### src/core/vec_map_regs.svh
// Constants for the reset and interrupt vector map block
// Functional notes
// POR, LOW_VOLTAGE_RESET, pin, illegal address reset use FFFE
// Clock monitor reset FFFC, gated by enables
// Watchdog reset FFFA, gated by rate select
// Fixed priority, higher offset wins ties; code ranks maskables by programmed level first
// Vector is base plus fixed offset
// Each maskable source has enable and level
// Accumulator overflow DC, edge DA, wait only
// Periodic wake 7E wakes stop and wait
// High temperature 7C wakes wait only
// Periodic timers 7A to 74, wait only
// System call 12, spurious 10, unmasked
// All requests go to main CPU only
// Other sources follow the vector table
// CPU fetches vector honouring I and X masks
// Reset, pins, stop-capable sources end stop
`ifndef VEC_MAP_REGS_SVH
`define VEC_MAP_REGS_SVH

// ----------------------------------------------------------------
// Register offsets (word index on the register port)
// ----------------------------------------------------------------
`define REG_VBR        8'h00
`define REG_PLL_CONTROL_REG     8'h01
`define REG_WDRATE     8'h02
`define REG_ACCCTL     8'h03
`define REG_WAKECTL    8'h04
`define REG_TEMPCTL    8'h05
`define REG_PERIODIC_TIMER_IRQ_EN_REG    8'h06
`define REG_TIMINTE    8'h07
`define REG_INT_STAT   8'h08
`define REG_INT_MASK   8'h09
`define REG_STATE      8'h0A
`define REG_VEC_ADDR   8'h0B
`define REG_CFG_BASE   8'h20
`define REG_CFG_LAST   8'h31

// ----------------------------------------------------------------
// Fields and reset values
// ----------------------------------------------------------------
`define VBR_RESET      8'hFF
`define PLL_CME_BIT    1
`define PLL_SELF_CLOCK_MODE_ENABLE_BIT   0
`define PLL_CONTROL_REG_RESET   2'h3
`define CFG_EN_BIT     7
`define CFG_RESET      8'h81
`define NUM_SRC        18
`define STOP_WAKE_MASK 18'h0_1001

// ----------------------------------------------------------------
// Fixed reset vectors and vector offsets
// ----------------------------------------------------------------
`define VEC_RST_MAIN   16'hFFFE
`define VEC_RST_CLKMON 16'hFFFC
`define VEC_RST_WDOG   16'hFFFA
`define OFS_TRAP       8'hF8
`define OFS_SWI        8'hF6
`define OFS_XPIN       8'hF4
`define OFS_IRQPIN     8'hF2
`define OFS_TIM_CH0    8'hEE
`define OFS_TIM_OVF    8'hDE
`define OFS_ACC_OVF    8'hDC
`define OFS_ACC_EDGE   8'hDA
`define OFS_WAKE       8'h7E
`define OFS_TEMP       8'h7C
`define OFS_PIT_CH0    8'h7A
`define OFS_SYS        8'h12
`define OFS_SPUR       8'h10

`endif

### src/core/vec_map_pkg.sv
// Types shared by the vector map block
package vec_map_pkg;
  // Offer handshake with the CPU
  typedef enum logic [1:0] {
    st_idle  = 2'b00,
    st_offer = 2'b01,
    st_gap   = 2'b10
  } offer_state_t;
  typedef logic [2:0]  level_t;     // Service priority level
  typedef logic [15:0] reg_data_t;  // Register port data
  typedef logic [7:0]  reg_addr_t;  // Register port address
endpackage : vec_map_pkg

### src/core/irq_slot.sv
// One maskable source: its config register and qualified request
`include "vec_map_regs.svh"
module irq_slot (
  input  wire logic                core_clk,
  input  wire logic                rst,
  input  wire logic                cfg_wr,    // Write strobe for this config
  input  wire logic [7:0]          wdata,     // Config write data
  input  wire logic                req,       // Raw peripheral request
  input  wire logic                local_en,  // Peripheral local enable
  input  wire logic                i_mask,    // CPU I bit
  output      logic [7:0]          cfg_q,     // Config readback
  output      vec_map_pkg::level_t level,     // Programmed level
  output      logic                active     // Qualified, unmasked request
);
  import vec_map_pkg::*;

  // ----------------------------------------------------------------
  // Config register: enable and level
  // ----------------------------------------------------------------
  always_ff @(posedge core_clk or posedge rst) begin
    if (rst) begin
      cfg_q <= `CFG_RESET;
    end else if (cfg_wr) begin
      cfg_q <= {wdata[7], 4'h0, wdata[2:0]};
    end
  end

  // Level zero parks the source, same as clearing the enable
  assign level  = cfg_q[2:0];
  assign active = req & local_en & cfg_q[`CFG_EN_BIT] & (level != 3'h0) & ~i_mask;
endmodule : irq_slot

### src/core/reset_and_irq_vector_map.sv
// Reset and interrupt vector map with CPU offer handshake
//
// The strobed register port and the placing of the registers are this design's own decisions.
`include "vec_map_regs.svh"
module reset_and_irq_vector_map (
  input  wire logic                   core_clk,
  input  wire logic                   rst,
  // Register port
  input  wire vec_map_pkg::reg_addr_t reg_addr,
  input  wire vec_map_pkg::reg_data_t reg_wdata,
  input  wire logic                   reg_wr,
  input  wire logic                   reg_rd,
  output      vec_map_pkg::reg_data_t reg_rdata,
  // Reset causes from the reset generator, one-cycle pulses
  input  wire logic                   power_on_reset,
  input  wire logic                   low_voltage_reset,
  input  wire logic                   pin_reset,
  input  wire logic                   illegal_addr_reset,
  input  wire logic                   clock_monitor_fail,
  input  wire logic                   watchdog_timer_timeout,
  // CPU exception pulses
  input  wire logic                   unimpl_trap,
  input  wire logic                   software_trap_instr,
  input  wire logic                   system_call_exception,
  input  wire logic                   spurious_event,
  // Asynchronous pins, active low
  input  wire logic                   nonmaskable_pin_request_n,
  input  wire logic                   irq_pin_n,
  // Peripheral request levels
  input  wire logic [7:0]             tim_ch_req,
  input  wire logic                   tim_ovf_req,
  input  wire logic                   acc_ovf_req,
  input  wire logic                   acc_edge_req,
  input  wire logic                   periodic_wake_req,
  input  wire logic                   high_temp_event,
  input  wire logic [3:0]             pit_req,
  // CPU side
  input  wire logic                   cpu_i_mask,
  input  wire logic                   cpu_x_mask,
  input  wire logic                   cpu_stop,
  input  wire logic                   cpu_wait,
  input  wire logic                   vec_ack,
  output      logic                   vec_req,
  output      logic [15:0]            vec_addr,
  output      logic                   wake,
  output      logic                   irq_out
);
  import vec_map_pkg::*;

  // ----------------------------------------------------------------
  // Software registers
  // ----------------------------------------------------------------
  logic [7:0]   vector_base_reg;       // Upper vector byte
  logic [1:0]   pll_control_reg;       // Clock monitor enables
  logic [2:0]   wd_rate;               // Zero means watchdog off
  logic [1:0]   accumulator_control_reg;
  logic         regulator_wake_ctrl_reg;
  logic         regulator_temp_ctrl_reg;
  logic [3:0]   periodic_timer_irq_en_reg;
  logic [8:0]   tim_irq_en_reg;        // Channels 0..7, overflow at 8
  logic [3:0]   int_stat;              // Sticky events
  logic [3:0]   int_mask;              // Event mask
  offer_state_t state;
  logic [6:0]   pend;                  // Latched sources
  logic [6:0]   served;                // Latched sources in the offer
  logic [1:0]   xpin_sync;             // Nonmaskable pin synchroniser
  logic [1:0]   irqpin_sync;           // Maskable pin synchroniser
  logic         wake_d;                // Wake, previous cycle

  // ----------------------------------------------------------------
  // Register decode
  // ----------------------------------------------------------------
  wire clock_monitor_enable   = pll_control_reg[`PLL_CME_BIT];
  wire self_clock_mode_enable = pll_control_reg[`PLL_SELF_CLOCK_MODE_ENABLE_BIT];
  wire wr_vbr   = reg_wr & (reg_addr == `REG_VBR);
  wire wr_pll   = reg_wr & (reg_addr == `REG_PLL_CONTROL_REG);
  wire wr_wd    = reg_wr & (reg_addr == `REG_WDRATE);
  wire wr_acc   = reg_wr & (reg_addr == `REG_ACCCTL);
  wire wr_wake  = reg_wr & (reg_addr == `REG_WAKECTL);
  wire wr_temp  = reg_wr & (reg_addr == `REG_TEMPCTL);
  wire wr_pit   = reg_wr & (reg_addr == `REG_PERIODIC_TIMER_IRQ_EN_REG);
  wire wr_tim   = reg_wr & (reg_addr == `REG_TIMINTE);
  wire wr_stat  = reg_wr & (reg_addr == `REG_INT_STAT);
  wire wr_mask  = reg_wr & (reg_addr == `REG_INT_MASK);
  wire cfg_hit  = (reg_addr >= `REG_CFG_BASE) & (reg_addr <= `REG_CFG_LAST);
  wire [4:0] cfg_idx = 5'(reg_addr - `REG_CFG_BASE);

  // ----------------------------------------------------------------
  // Pin synchronisers, two flops each
  // ----------------------------------------------------------------
  always_ff @(posedge core_clk or posedge rst) begin
    if (rst) begin
      xpin_sync   <= 2'b00;
      irqpin_sync <= 2'b00;
    end else begin
      xpin_sync   <= {xpin_sync[0], ~nonmaskable_pin_request_n};
      irqpin_sync <= {irqpin_sync[0], ~irq_pin_n};
    end
  end
  wire xpin_req   = xpin_sync[1];
  wire irqpin_req = irqpin_sync[1];

  // ----------------------------------------------------------------
  // Maskable sources, index order follows falling vector offset
  // ----------------------------------------------------------------
  wire [17:0] src_req = {pit_req[3], pit_req[2], pit_req[1], pit_req[0],
                         high_temp_event, periodic_wake_req, acc_edge_req, acc_ovf_req,
                         tim_ovf_req, tim_ch_req[7], tim_ch_req[6], tim_ch_req[5],
                         tim_ch_req[4], tim_ch_req[3], tim_ch_req[2], tim_ch_req[1],
                         tim_ch_req[0], irqpin_req};
  // Pin source has its enable in its own config register
  wire [17:0] src_en  = {periodic_timer_irq_en_reg[3], periodic_timer_irq_en_reg[2],
                         periodic_timer_irq_en_reg[1], periodic_timer_irq_en_reg[0],
                         regulator_temp_ctrl_reg, regulator_wake_ctrl_reg,
                         accumulator_control_reg[0], accumulator_control_reg[1],
                         tim_irq_en_reg, 1'b1};
  logic [17:0]      src_act;
  level_t           src_lvl [`NUM_SRC];
  logic [7:0]       src_cfg [`NUM_SRC];
  logic [7:0]       src_ofs [`NUM_SRC];

  // Offsets: pin F2, timer channels EE..E0, then the fixed ones
  always_comb begin
    for (int i = 0; i < `NUM_SRC; i++) begin
      src_ofs[i] = 8'h00;
    end
    src_ofs[0]  = `OFS_IRQPIN;
    for (int i = 1; i <= 8; i++) begin
      src_ofs[i] = 8'(`OFS_TIM_CH0 - 2 * (i - 1));
    end
    src_ofs[9]  = `OFS_TIM_OVF;
    src_ofs[10] = `OFS_ACC_OVF;
    src_ofs[11] = `OFS_ACC_EDGE;
    src_ofs[12] = `OFS_WAKE;
    src_ofs[13] = `OFS_TEMP;
    for (int i = 14; i < `NUM_SRC; i++) begin
      src_ofs[i] = 8'(`OFS_PIT_CH0 - 2 * (i - 14));
    end
  end

  for (genvar g = 0; g < `NUM_SRC; g++) begin : g_slot
    irq_slot u_slot (
      .core_clk (core_clk),
      .rst      (rst),
      .cfg_wr   (reg_wr & cfg_hit & (cfg_idx == 5'(g))),
      .wdata    (reg_wdata[7:0]),
      .req      (src_req[g]),
      .local_en (src_en[g]),
      .i_mask   (cpu_i_mask),
      .cfg_q    (src_cfg[g]),
      .level    (src_lvl[g]),
      .active   (src_act[g])
    );
  end

  // Highest level wins; a tie keeps the earlier, higher offset
  logic       m_valid;
  logic [4:0] m_idx;
  level_t     m_lvl;
  always_comb begin
    m_valid = 1'b0;
    m_idx   = 5'd0;
    m_lvl   = 3'd0;
    for (int i = 0; i < `NUM_SRC; i++) begin
      if (src_act[i] && (!m_valid || src_lvl[i] > m_lvl)) begin
        m_valid = 1'b1;
        m_idx   = 5'(i);
        m_lvl   = src_lvl[i];
      end
    end
  end

  // ----------------------------------------------------------------
  // Winner selection across all classes
  // ----------------------------------------------------------------
  // Resets first, then trap, swi, pin, maskables, system call, spurious
  wire [4:0] hi_pend  = pend[4:0];
  wire [4:0] hi_sel   = hi_pend & 5'(~hi_pend + 5'd1);
  wire       hi_any   = |hi_pend;
  wire       xpin_win = ~hi_any & xpin_req & ~cpu_x_mask;
  wire       mask_win = ~hi_any & ~xpin_win & m_valid;
  wire       lo_ok    = ~hi_any & ~xpin_win & ~m_valid;
  wire [1:0] lo_sel   = lo_ok ? (pend[5] ? 2'b01 : {pend[6], 1'b0}) : 2'b00;
  wire [6:0] sel_lat  = {lo_sel, hi_sel};
  wire       win_valid = hi_any | xpin_win | mask_win | (|lo_sel);
  // Resets are fixed; every other vector rides on the base register
  wire [15:0] win_addr =
    hi_sel[0] ? `VEC_RST_MAIN :
    hi_sel[1] ? `VEC_RST_CLKMON :
    hi_sel[2] ? `VEC_RST_WDOG :
    hi_sel[3] ? {vector_base_reg, `OFS_TRAP} :
    hi_sel[4] ? {vector_base_reg, `OFS_SWI} :
    xpin_win  ? {vector_base_reg, `OFS_XPIN} :
    mask_win  ? {vector_base_reg, src_ofs[m_idx]} :
    lo_sel[0] ? {vector_base_reg, `OFS_SYS} :
                {vector_base_reg, `OFS_SPUR};

  // ----------------------------------------------------------------
  // Latched pending sources; a new event beats the ack clear
  // ----------------------------------------------------------------
  wire       ack_take = (state == st_offer) & vec_ack;
  wire       cm_block = clock_monitor_fail & self_clock_mode_enable;
  wire [6:0] pend_set = {spurious_event, system_call_exception,
                         software_trap_instr, unimpl_trap,
                         watchdog_timer_timeout & (wd_rate != 3'd0),
                         clock_monitor_fail & clock_monitor_enable & ~self_clock_mode_enable,
                         power_on_reset | low_voltage_reset | pin_reset | illegal_addr_reset};
  wire [6:0] next_pend = (pend & ~(ack_take ? served : 7'h00)) | pend_set;

  // Offer FSM: latch a winner, hold it until the CPU acks, one idle gap
  always_ff @(posedge core_clk or posedge rst) begin
    if (rst) begin
      state    <= st_idle;
      vec_req  <= 1'b0;
      vec_addr <= 16'h0000;
      served   <= 7'h00;
      pend     <= 7'h00;
    end else begin
      pend <= next_pend;
      unique case (state)
        st_idle: begin
          if (win_valid) begin
            state    <= st_offer;
            vec_req  <= 1'b1;
            vec_addr <= win_addr;
            served   <= sel_lat;
          end
        end
        st_offer: begin
          if (vec_ack) begin
            state   <= st_gap;
            vec_req <= 1'b0;
          end
        end
        st_gap: begin
          state <= st_idle;
        end
        default: begin
          state <= st_idle;
        end
      endcase
    end
  end

  // ----------------------------------------------------------------
  // Wake from stop and wait
  // ----------------------------------------------------------------
  wire stop_wake = (|pend[2:0]) | xpin_req | (|(src_act & `STOP_WAKE_MASK));
  wire wait_wake = (|pend[2:0]) | xpin_win | (|src_act);
  wire next_wake = (cpu_stop & stop_wake) | (cpu_wait & wait_wake);

  // ----------------------------------------------------------------
  // Registers, status and interrupt output
  // ----------------------------------------------------------------
  wire [3:0] stat_set = {cm_block, ack_take & served[6], next_wake & ~wake_d,
                         ack_take & (|served[2:0])};
  wire [3:0] stat_clr = wr_stat ? reg_wdata[3:0] : 4'h0;

  always_ff @(posedge core_clk or posedge rst) begin
    if (rst) begin
      vector_base_reg           <= `VBR_RESET;
      pll_control_reg           <= `PLL_CONTROL_REG_RESET;
      wd_rate                   <= 3'd0;
      accumulator_control_reg   <= 2'b00;
      regulator_wake_ctrl_reg   <= 1'b0;
      regulator_temp_ctrl_reg   <= 1'b0;
      periodic_timer_irq_en_reg <= 4'h0;
      tim_irq_en_reg            <= 9'h000;
      int_mask                  <= 4'h0;
    end else begin
      if (wr_vbr)  vector_base_reg           <= reg_wdata[7:0];
      if (wr_pll)  pll_control_reg           <= reg_wdata[1:0];
      if (wr_wd)   wd_rate                   <= reg_wdata[2:0];
      if (wr_acc)  accumulator_control_reg   <= reg_wdata[1:0];
      if (wr_wake) regulator_wake_ctrl_reg   <= reg_wdata[0];
      if (wr_temp) regulator_temp_ctrl_reg   <= reg_wdata[0];
      if (wr_pit)  periodic_timer_irq_en_reg <= reg_wdata[3:0];
      if (wr_tim)  tim_irq_en_reg            <= reg_wdata[8:0];
      if (wr_mask) int_mask                  <= reg_wdata[3:0];
    end
  end

  // Set wins over the write-one clear
  always_ff @(posedge core_clk or posedge rst) begin
    if (rst) begin
      int_stat <= 4'h0;
      wake_d   <= 1'b0;
      wake     <= 1'b0;
      irq_out  <= 1'b0;
    end else begin
      int_stat <= (int_stat & ~stat_clr) | stat_set;
      wake_d   <= next_wake;
      wake     <= next_wake;
      irq_out  <= |(((int_stat & ~stat_clr) | stat_set) & int_mask);
    end
  end

  // Read mux; unmapped offsets read zero
  wire [15:0] rd_mux =
    (reg_addr == `REG_VBR)      ? {8'h00, vector_base_reg} :
    (reg_addr == `REG_PLL_CONTROL_REG)   ? {14'h0000, pll_control_reg} :
    (reg_addr == `REG_WDRATE)   ? {13'h0000, wd_rate} :
    (reg_addr == `REG_ACCCTL)   ? {14'h0000, accumulator_control_reg} :
    (reg_addr == `REG_WAKECTL)  ? {15'h0000, regulator_wake_ctrl_reg} :
    (reg_addr == `REG_TEMPCTL)  ? {15'h0000, regulator_temp_ctrl_reg} :
    (reg_addr == `REG_PERIODIC_TIMER_IRQ_EN_REG)  ? {12'h000, periodic_timer_irq_en_reg} :
    (reg_addr == `REG_TIMINTE)  ? {7'h00, tim_irq_en_reg} :
    (reg_addr == `REG_INT_STAT) ? {12'h000, int_stat} :
    (reg_addr == `REG_INT_MASK) ? {12'h000, int_mask} :
    (reg_addr == `REG_STATE)    ? {5'h00, pend, wake, vec_req, state} :
    (reg_addr == `REG_VEC_ADDR) ? vec_addr :
    cfg_hit                     ? {8'h00, src_cfg[cfg_idx]} : 16'h0000;

  always_ff @(posedge core_clk or posedge rst) begin
    if (rst) begin
      reg_rdata <= 16'h0000;
    end else begin
      reg_rdata <= reg_rd ? rd_mux : 16'h0000;
    end
  end
endmodule : reset_and_irq_vector_map

### config.mk
export PLATFORM = sky130hd
export DESIGN_NAME = reset_and_irq_vector_map
export DESIGN_NICKNAME = d
export VERILOG_FILES = /design/src/core/vec_map_pkg.sv /design/src/core/irq_slot.sv /design/src/core/reset_and_irq_vector_map.sv
export VERILOG_INCLUDE_DIRS = /design/src /design/src/core
export SDC_FILE = /design/constraint.sdc
export NUM_CORES = 1
export LEC_CHECK = 0
export BUFFER_PORTS_ARGS = -buffer_cell sky130_fd_sc_hd__buf_2
export CORE_MARGIN = 10
export CORE_UTILIZATION = 50
export CTS_CLUSTER_SIZE = 24
export DETAILED_ROUTE_END_ITERATION = 10
export PLACE_DENSITY = 0.7
export RECOVER_POWER = 50
export SYNTH_ARGS = -nofsm -noshare
export SYNTH_HDL_FRONTEND = slang
export SYNTH_SLANG_ARGS = --single-unit
export TNS_END_PERCENT = 50
### constraint.sdc
create_clock -name core_clk -period 30.9 [get_ports core_clk]
set_clock_uncertainty 0.2 [all_clocks]
set_input_delay 6.18 -clock core_clk [delete_from_list [all_inputs] [get_ports core_clk]]
set_output_delay 6.18 -clock core_clk [all_outputs]
set_load 0.03 [all_outputs]
After elaboration in Yosys (flattened, before gate mapping):

Memory sizes are Yosys's and may differ from the RTL's.
Cells that the tools add are included.

* bits in registers: 165
* memory bits (read-only): 256
* bits of input ports: 62
* output and inout bits: 35
* logic and storage cells: 413
* memories: 1

Memory list
* (no name shown): words 32, bits a word 8, read ports 1, clocked after Yosys merged registers in 0, write ports 0, RTL line reset_and_irq_vector_map.sv:194 `mask_win ? {vector_base_reg, src_ofs[m_idx]} :`

* add/sub/neg operators: 2
* magnitude comparators: 21
* equality and inequality tests: 31
* muxes and demuxes: 89
* bitwise operators: 147
* reductions and logical operators: 84

Operators with widths (number)
* 16-bit two-way mux: 16
* 1-bit bitwise AND: 116
* 5-bit two-way mux: 16
* 8-bit two-way mux: 9
* 3-bit nonzero test: 19
* 3-bit greater-than comparator: 17
* 3-bit two-way mux: 17
* 8-bit binary-select mux with 5-bit select: 1
* 5-bit by 4-bit == test with 1-bit output (second input constant): 8
* 8-bit by 3-bit == test with 1-bit output (second input constant): 4
* 8-bit by 4-bit == test with 1-bit output (second input constant): 4
* 1-bit two-way mux: 21
* 5-bit by 3-bit == test with 1-bit output (second input constant): 4
* 18-bit OR reduction: 1
* 1-bit logical AND: 17
* 1-bit zero test: 17
* 1-bit logical OR: 17
* 8-bit by 2-bit == test with 1-bit output (second input constant): 2
* 6-bit >= comparator (second input constant): 2
* 5-bit inverter with 6-bit output: 2
* 1-bit OR: 11
* 5-bit by 2-bit == test with 1-bit output (second input constant): 2
* 5-bit == test (second input constant): 2
* 2-bit two-way mux: 5
* 31 further kinds: 44

Longest topological paths before layout:

* word-level depth: 83
* mapped depth: 154
* gate-level depth less buffers: 148

By module:

A second synthesis with hierarchy kept.

* cells, all modules: 1252
* area, all modules: 12115.4 um2

Modules (own cells, without submodules)
* reset_and_irq_vector_map: times used 1, cells an instance 892, area an instance 8061.5 um2, seq. area each 2314.7 um2
* irq_slot: times used 18, cells an instance 20, area an instance 225.2 um2, seq. area each 102.6 um2

Least setup slack after synthesis:

OpenSTA, ideal clock, no wires.

* path type: input to register
* from: input port cpu_i_mask
* to: register vec_addr[1]
* library setup time: 82 ps
* arrival time: 30330 ps
* data required time: 30618 ps
* path slack: 288 ps
* stages: 133
* buffers on the path: 6
* cell sequence: buf_6 and3b_1 nand2_1 ha_1 a211oi_1 o21ai_0 a311o_1 inv_1 ha_1 nand3_1 o21ai_0 o21a_1 nand2b_1 a31oi_1 inv_1 ha_1 a31oi_1 a22oi_1 [... 97 more ...] ha_1 a21o_1 a21oi_1 a31oi_1 o21bai_1 clkbuf_1 mux2_2 ha_1 a21oi_1 a31oi_1 nor2_1 o21a_4 o21a_1 ha_1 mux2_4 a32o_1 a2111o_1 a22oi_2

* cells in the longest elaborated chain, start to end: 82
* elaborated cells on any way between the ends: 159
* classes of those cells: order compare: 17; mux: 63; bitwise: 25; reduce/logical: 53; memory: 1

Ends and longest elaborated chain
* from (decl): RTL line reset_and_irq_vector_map.sv:38 `input wire logic cpu_i_mask,`
* 1-bit inverter (*): RTL line irq_slot.sv:30 `` assign active = req & local_en & cfg_q[`CFG_EN_BIT] & (level != 3'h0) & ~i_mask; ``
* 1-bit bitwise AND: RTL line irq_slot.sv:30
* 3-bit two-way mux / 1-bit two-way mux (equally long branches): RTL line reset_and_irq_vector_map.sv:165 `if (src_act[i] && (!m_valid || src_lvl[i] > m_lvl)) begin`
* 3-bit greater-than comparator / 1-bit zero test (equally long branches): RTL line reset_and_irq_vector_map.sv:165
* 1-bit logical OR: RTL line reset_and_irq_vector_map.sv:165
* 1-bit logical AND: RTL line reset_and_irq_vector_map.sv:165
* 3-bit two-way mux / 1-bit two-way mux (equally long branches): RTL line reset_and_irq_vector_map.sv:165
* 3-bit greater-than comparator / 1-bit zero test (equally long branches): RTL line reset_and_irq_vector_map.sv:165
* [... 66 more ...]
* 8-bit two-way mux (not written as such) / 2-bit two-way mux (equally long branches): RTL line reset_and_irq_vector_map.sv:194, reset_and_irq_vector_map.sv:195
* 8-bit two-way mux: RTL line reset_and_irq_vector_map.sv:194
* 8-bit two-way mux: RTL line reset_and_irq_vector_map.sv:193 `` xpin_win ? {vector_base_reg, `OFS_XPIN} : ``
* 8-bit two-way mux: RTL line reset_and_irq_vector_map.sv:192 `` hi_sel[4] ? {vector_base_reg, `OFS_SWI} : ``
* 8-bit two-way mux: RTL line reset_and_irq_vector_map.sv:191 `` hi_sel[3] ? {vector_base_reg, `OFS_TRAP} : ``
* 16-bit two-way mux: RTL line reset_and_irq_vector_map.sv:190 `` hi_sel[2] ? `VEC_RST_WDOG : ``
* 16-bit two-way mux: RTL line reset_and_irq_vector_map.sv:189 `` hi_sel[1] ? `VEC_RST_CLKMON : ``
* 16-bit two-way mux: RTL line reset_and_irq_vector_map.sv:188 `` hi_sel[0] ? `VEC_RST_MAIN : ``
* to (signal assigned): RTL line reset_and_irq_vector_map.sv:225 `vec_addr <= win_addr;`
* to (decl): RTL line reset_and_irq_vector_map.sv:44 `output logic [15:0] vec_addr,`

Mark *: on every way between the ends. The rest lies on a longest branch, timed or not. The select of a mux whose other input is x is not followed.
A chain may end at the register's enable or synchronous reset.

Worst setup path after layout:

Same ends and word-level chain as after synthesis.

==> impl_metrics.xml <==
<?xml version="1.0" encoding="UTF-8"?>
<metrics>
  <group name="run_status">
    <metric name="status" unit="">complete, but fails checks</metric>
    <metric name="violations_in_the_final_reports" unit="">max-capacitance violations, max-slew violations</metric>
  </group>
  <group name="floorplan">
    <metric name="fp-row-count" unit="">53</metric>
    <metric name="initial_core_util" unit="">0.506</metric>
    <metric name="die-area" unit="sq mm">0.0274</metric>
    <metric name="die_w" unit="um">166</metric>
    <metric name="ios" unit="">97</metric>
    <metric name="core_ar" unit="sq mm">0.0210</metric>
    <metric name="fp.dieH" unit="um">166</metric>
  </group>
  <group name="cells_and_area">
    <metric name="max_flop_register" unit="">g_slot.u_slot.cfg_q</metric>
    <metric name="final_nets" unit="">1371</metric>
    <metric name="antenna-diode-count" unit="">0</metric>
    <metric name="finalInstanceArea" unit="sq mm">0.0135</metric>
    <metric name="largest_register_ffs" unit="">72</metric>
    <metric name="syn2layout_area_growth" unit="%">26.9</metric>
    <metric name="layout-drive-gt1-share" unit="">0.404</metric>
    <metric name="n_fill_cell" unit="">1718</metric>
    <metric name="largest_registers" unit="">g_slot.u_slot.cfg_q (72), reg_rdata (16), vec_addr (15)</metric>
  </group>
  <group name="placed_design">
    <metric name="place.detailed.hpwl" unit="mm">24.0</metric>
    <metric name="post_dp_cell_area" unit="sq mm">0.0119</metric>
    <metric name="gpl.final_weighted_congestion" unit="">0.983</metric>
    <metric name="portBuffers" unit="">88</metric>
  </group>
  <group name="worst_setup_path">
    <metric name="path_class" unit="">input port to register</metric>
    <metric name="crit_reg_reg_endpoint" unit="">vec_addr[1]$_DFFE_PP0P_</metric>
    <metric name="worst_r2r_path_depth" unit="">136</metric>
    <metric name="peak_fanout_along_the_critical_path" unit="">7</metric>
    <metric name="cpMaxStageDelayCell" unit="">sky130_fd_sc_hd__or3_4</metric>
    <metric name="cpPeakStageDelay" unit="ps">450</metric>
    <metric name="required" unit="ps">31060</metric>
    <metric name="setup.worst_path.start_class" unit="">input port</metric>
    <metric name="critical_path_arrival" unit="ps">30360</metric>
    <metric name="rrSetupSlack" unit="ps">6020</metric>
    <metric name="worst_r2r_startpoint" unit="">g_slot[0].u_slot.cfg_q[7]$_DFFE_PP1P_</metric>
    <metric name="capturing_element_type_of_the_critical_path" unit="">register</metric>
  </group>
  <group name="sta">
    <metric name="report.final.hold_viol_count" unit="">0</metric>
    <metric name="final_min_period_over_clock_period" unit="">0.977</metric>
    <metric name="finalSetupViolCount" unit="">0</metric>
    <metric name="max_freq" unit="MHz">33.1</metric>
    <metric name="final.min_clock_period" unit="ps">30200</metric>
    <metric name="setup_total_negative_slack" unit="ps">0</metric>
    <metric name="worst-slew-pin-transition" unit="ps">4620</metric>
    <metric name="maxSlewViolCount" unit="">167</metric>
    <metric name="maxSlewHeadroom" unit="">-2.10</metric>
  </group>
  <group name="clocking">
    <metric name="clock_sinks" unit="">164</metric>
    <metric name="cts-root-buf" unit="">sky130_fd_sc_hd__clkbuf_16</metric>
    <metric name="max-clock-path-buffers" unit="">2</metric>
    <metric name="cts_hold_buffers" unit="">0</metric>
    <metric name="number_of_h_tree_levels" unit="">4</metric>
    <metric name="clk_pin_slew_worst_paths" unit="ps">80</metric>
    <metric name="clk-insertion-delay-late" unit="ps">440</metric>
    <metric name="cts_tree" unit="">yes</metric>
    <metric name="tritoncts.num_buffers" unit="">17</metric>
  </group>
  <group name="synthesis">
    <metric name="share_of_synthesized_cell_area_in_full_adder_half_adder_and_majority_cells" unit="">0.0528</metric>
    <metric name="synth-seq-area-share" unit="">0.392</metric>
    <metric name="synth.top_cells.by_count" unit="">sky130_fd_sc_hd__nand2_1 (131), sky130_fd_sc_hd__dfrtp_1 (118), sky130_fd_sc_hd__mux2_2 (96)</metric>
    <metric name="postSynth.topFlopCell" unit="">sky130_fd_sc_hd__dfrtp_1</metric>
    <metric name="async_flop_share" unit="">1.00</metric>
    <metric name="synth.net_count" unit="">1188</metric>
    <metric name="muxShareOfSynthArea" unit="">0.153</metric>
    <metric name="yosys.area_share.xor_xnor" unit="">0</metric>
    <metric name="postSynthCellCount" unit="">1082</metric>
    <metric name="netlist-cell-type-count" unit="">92</metric>
    <metric name="synth-seq-cells" unit="">164</metric>
    <metric name="syn_area_cell" unit="sq um">9.81</metric>
    <metric name="synth_area_leaders" unit="">sky130_fd_sc_hd__dfrtp_1 (28%), sky130_fd_sc_hd__dfstp_2 (11%), sky130_fd_sc_hd__mux2_2 (10%), sky130_fd_sc_hd__ha_1 (5.2%), sky130_fd_sc_hd__nand2_1 (4.6%)</metric>
    <metric name="synth.most_common_cell" unit="">sky130_fd_sc_hd__nand2_1</metric>
    <metric name="synth_top_family_by_area" unit="">simple AND/OR/NAND/NOR gates</metric>
    <metric name="post-synth-top-area-cell" unit="">sky130_fd_sc_hd__dfrtp_1</metric>
    <metric name="area_of_the_mapped_netlist" unit="sq mm">0.0106</metric>
    <metric name="synth_top_area_frac" unit="">0.278</metric>
    <metric name="yosys_warnings" unit="">0</metric>
    <metric name="synth_compound_area_frac" unit="">0.180</metric>
    <metric name="fraction_of_the_mapped_netlist_area_in_simple_logic_gates" unit="">0.183</metric>
    <metric name="number_of_enable_flip_flop_cells_after_synthesis" unit="">0</metric>
  </group>
  <group name="power_and_ir_drop">
    <metric name="ir_drop" unit="mV">0.0347</metric>
    <metric name="power_leakage" unit="nW">6.02</metric>
    <metric name="powerDensity" unit="mW/mm^2">43.0</metric>
  </group>
  <group name="min_path">
    <metric name="worst_hold_path_ep" unit="">irqpin_sync[1]$_DFF_PP0_</metric>
    <metric name="holdPathStages" unit="">0</metric>
    <metric name="hp-class" unit="">register to register</metric>
    <metric name="worstHoldStart" unit="">irqpin_sync[0]$_DFF_PP0_</metric>
  </group>
  <group name="grt">
    <metric name="grt.total_usage" unit="">0.230</metric>
    <metric name="grt_pass1_vias" unit="">9389</metric>
    <metric name="grt_max_degree" unit="">107</metric>
    <metric name="grt_pass1_wl" unit="mm">51.9</metric>
    <metric name="number_of_antenna_violations_at_the_first_check_in_global_routing" unit="">1</metric>
    <metric name="overflow" unit="">0</metric>
  </group>
  <group name="route">
    <metric name="routed_wire_length_per_instance" unit="um">22.1</metric>
    <metric name="routed_wirelength" unit="mm">34.4</metric>
    <metric name="avgViaCountPerCell" unit="">6.29</metric>
    <metric name="drc" unit="">0</metric>
    <metric name="detail-route-antenna-nets" unit="">0</metric>
    <metric name="detailroute.via_count" unit="">9762</metric>
    <metric name="detail_route.iter0.violations" unit="">1065</metric>
    <metric name="drt_pass1_iterations" unit="">6</metric>
  </group>
  <group name="job">
    <metric name="drv.max_cap_violation_count" unit="">2</metric>
  </group>
</metrics>
-- placed cells by master (no fill, tap or decap), types with 13 or more instances in the layout --
cell type	n
sky130_fd_sc_hd__a21oi_1	28
sky130_fd_sc_hd__dfrtp_1	118
sky130_fd_sc_hd__a21oi_2	13
sky130_fd_sc_hd__mux2_2	95
sky130_fd_sc_hd__and2_1	13
sky130_fd_sc_hd__ha_4	18
sky130_fd_sc_hd__nor3_1	28
sky130_fd_sc_hd__nor2_1	61
sky130_fd_sc_hd__clkbuf_16	17
sky130_fd_sc_hd__mux4_2	20
sky130_fd_sc_hd__buf_2	52
sky130_fd_sc_hd__o21ai_0	50
sky130_fd_sc_hd__o31ai_1	16
sky130_fd_sc_hd__ha_1	22
sky130_fd_sc_hd__nand2_1	126
sky130_fd_sc_hd__clkbuf_1	37
sky130_fd_sc_hd__buf_4	112
sky130_fd_sc_hd__inv_1	51
sky130_fd_sc_hd__dfstp_2	46
sky130_fd_sc_hd__nand3_1	23
-- worst max-delay path by stage --
| stage | cells after the start | startpoint | slack (ps) | to |
|---|---|---|---|---|
| 3_3_place_gp | 132 | cpu_i_mask | -420 | vec_addr[2]$_DFFE_PP0P_ |
| 5_1_grt | 140 | cpu_i_mask | -550 | vec_addr[1]$_DFFE_PP0P_ |
| 4_1_cts | 134 | cpu_i_mask | 3 | vec_addr[1]$_DFFE_PP0P_ |
| 2_1_floorplan | 133 | cpu_i_mask | 290 | vec_addr[1]$_DFFE_PP0P_ |
| 6_report | 137 | cpu_i_mask | 700 | vec_addr[1]$_DFFE_PP0P_ |
| 3_5_place_dp | 131 | cpu_i_mask | -810 | vec_addr[2]$_DFFE_PP0P_ |
-- cell type report --
type | count | area, sq um | area share
flip-flops and latches | 164 | 4160 | 0.309
multi-input cells | 819 | 6810 | 0.506
well taps | 275 | 344 | 0.0256
inverters | 57 | 215 | 0.0160
clock inverters | 15 | 209 | 0.0155
clock buffers | 17 | 425 | 0.0316
repair buffers | 206 | 1300 | 0.0963
-- where the power goes --
group	total, mW	switching, mW	internal, mW
clock	0.226	0.108	0.119
sequential	0.256	0.0203	0.235
combinational	0.0969	0.0649	0.0320
-- per-layer routing --
metal,vias up,GRT usage,wire length (um)
met5,-,0,13
met4,2,0.0998,1490
met3,91,0.0390,2120
met2,432,0.360,16100
met1,4834,0.307,14600
li1,4403,-,-
-- repair_timing --
item                                    CTS  global route
hold endpoints to repair                  0             0
buffers inserted                          1            24
pin swaps                                 2            99
endpoints found under the setup margin    5             6
resized for setup                        10           150
-- cells by family (layout without fill, tap and decap cells) --
kind of cell,count (synthesis),count (layout)
compound gates,273,273
buf+inv,99,295
simple gates,375,375
mux,125,125
flops,164,164
other cells,1,1
fa+ha+maj,45,45
-- worst max-delay path: cells and delay by family --
kind / cells / cell delay, ps
adders and majority gates: 18 / 4660
AOI/OAI and AO/OA: 70 / 12510
and+or+nand+nor: 30 / 4430
buffers and inverters: 16 / 1830
muxes: 3 / 710
-- per-stage QoR --
| step | worst slack (ps) | hold WS, ps | util | power (mW) | instances |
|---|---|---|---|---|---|
| after floorplan | 288 | 131 | - | 0.316 | 1082 |
| after global placement | -416 | 132 | 0.569 | 0.347 | 1497 |
| after detailed placement | -809 | 145 | 0.569 | 0.351 | 1497 |
| after CTS | 3.07 | 148 | 0.601 | 0.577 | 1530 |
| after global routing | -555 | 162 | 0.642 | 0.601 | 1553 |
| final | 704 | 144 | 0.642 | 0.579 | 1553 |
(Power assumes the default switching activity.)
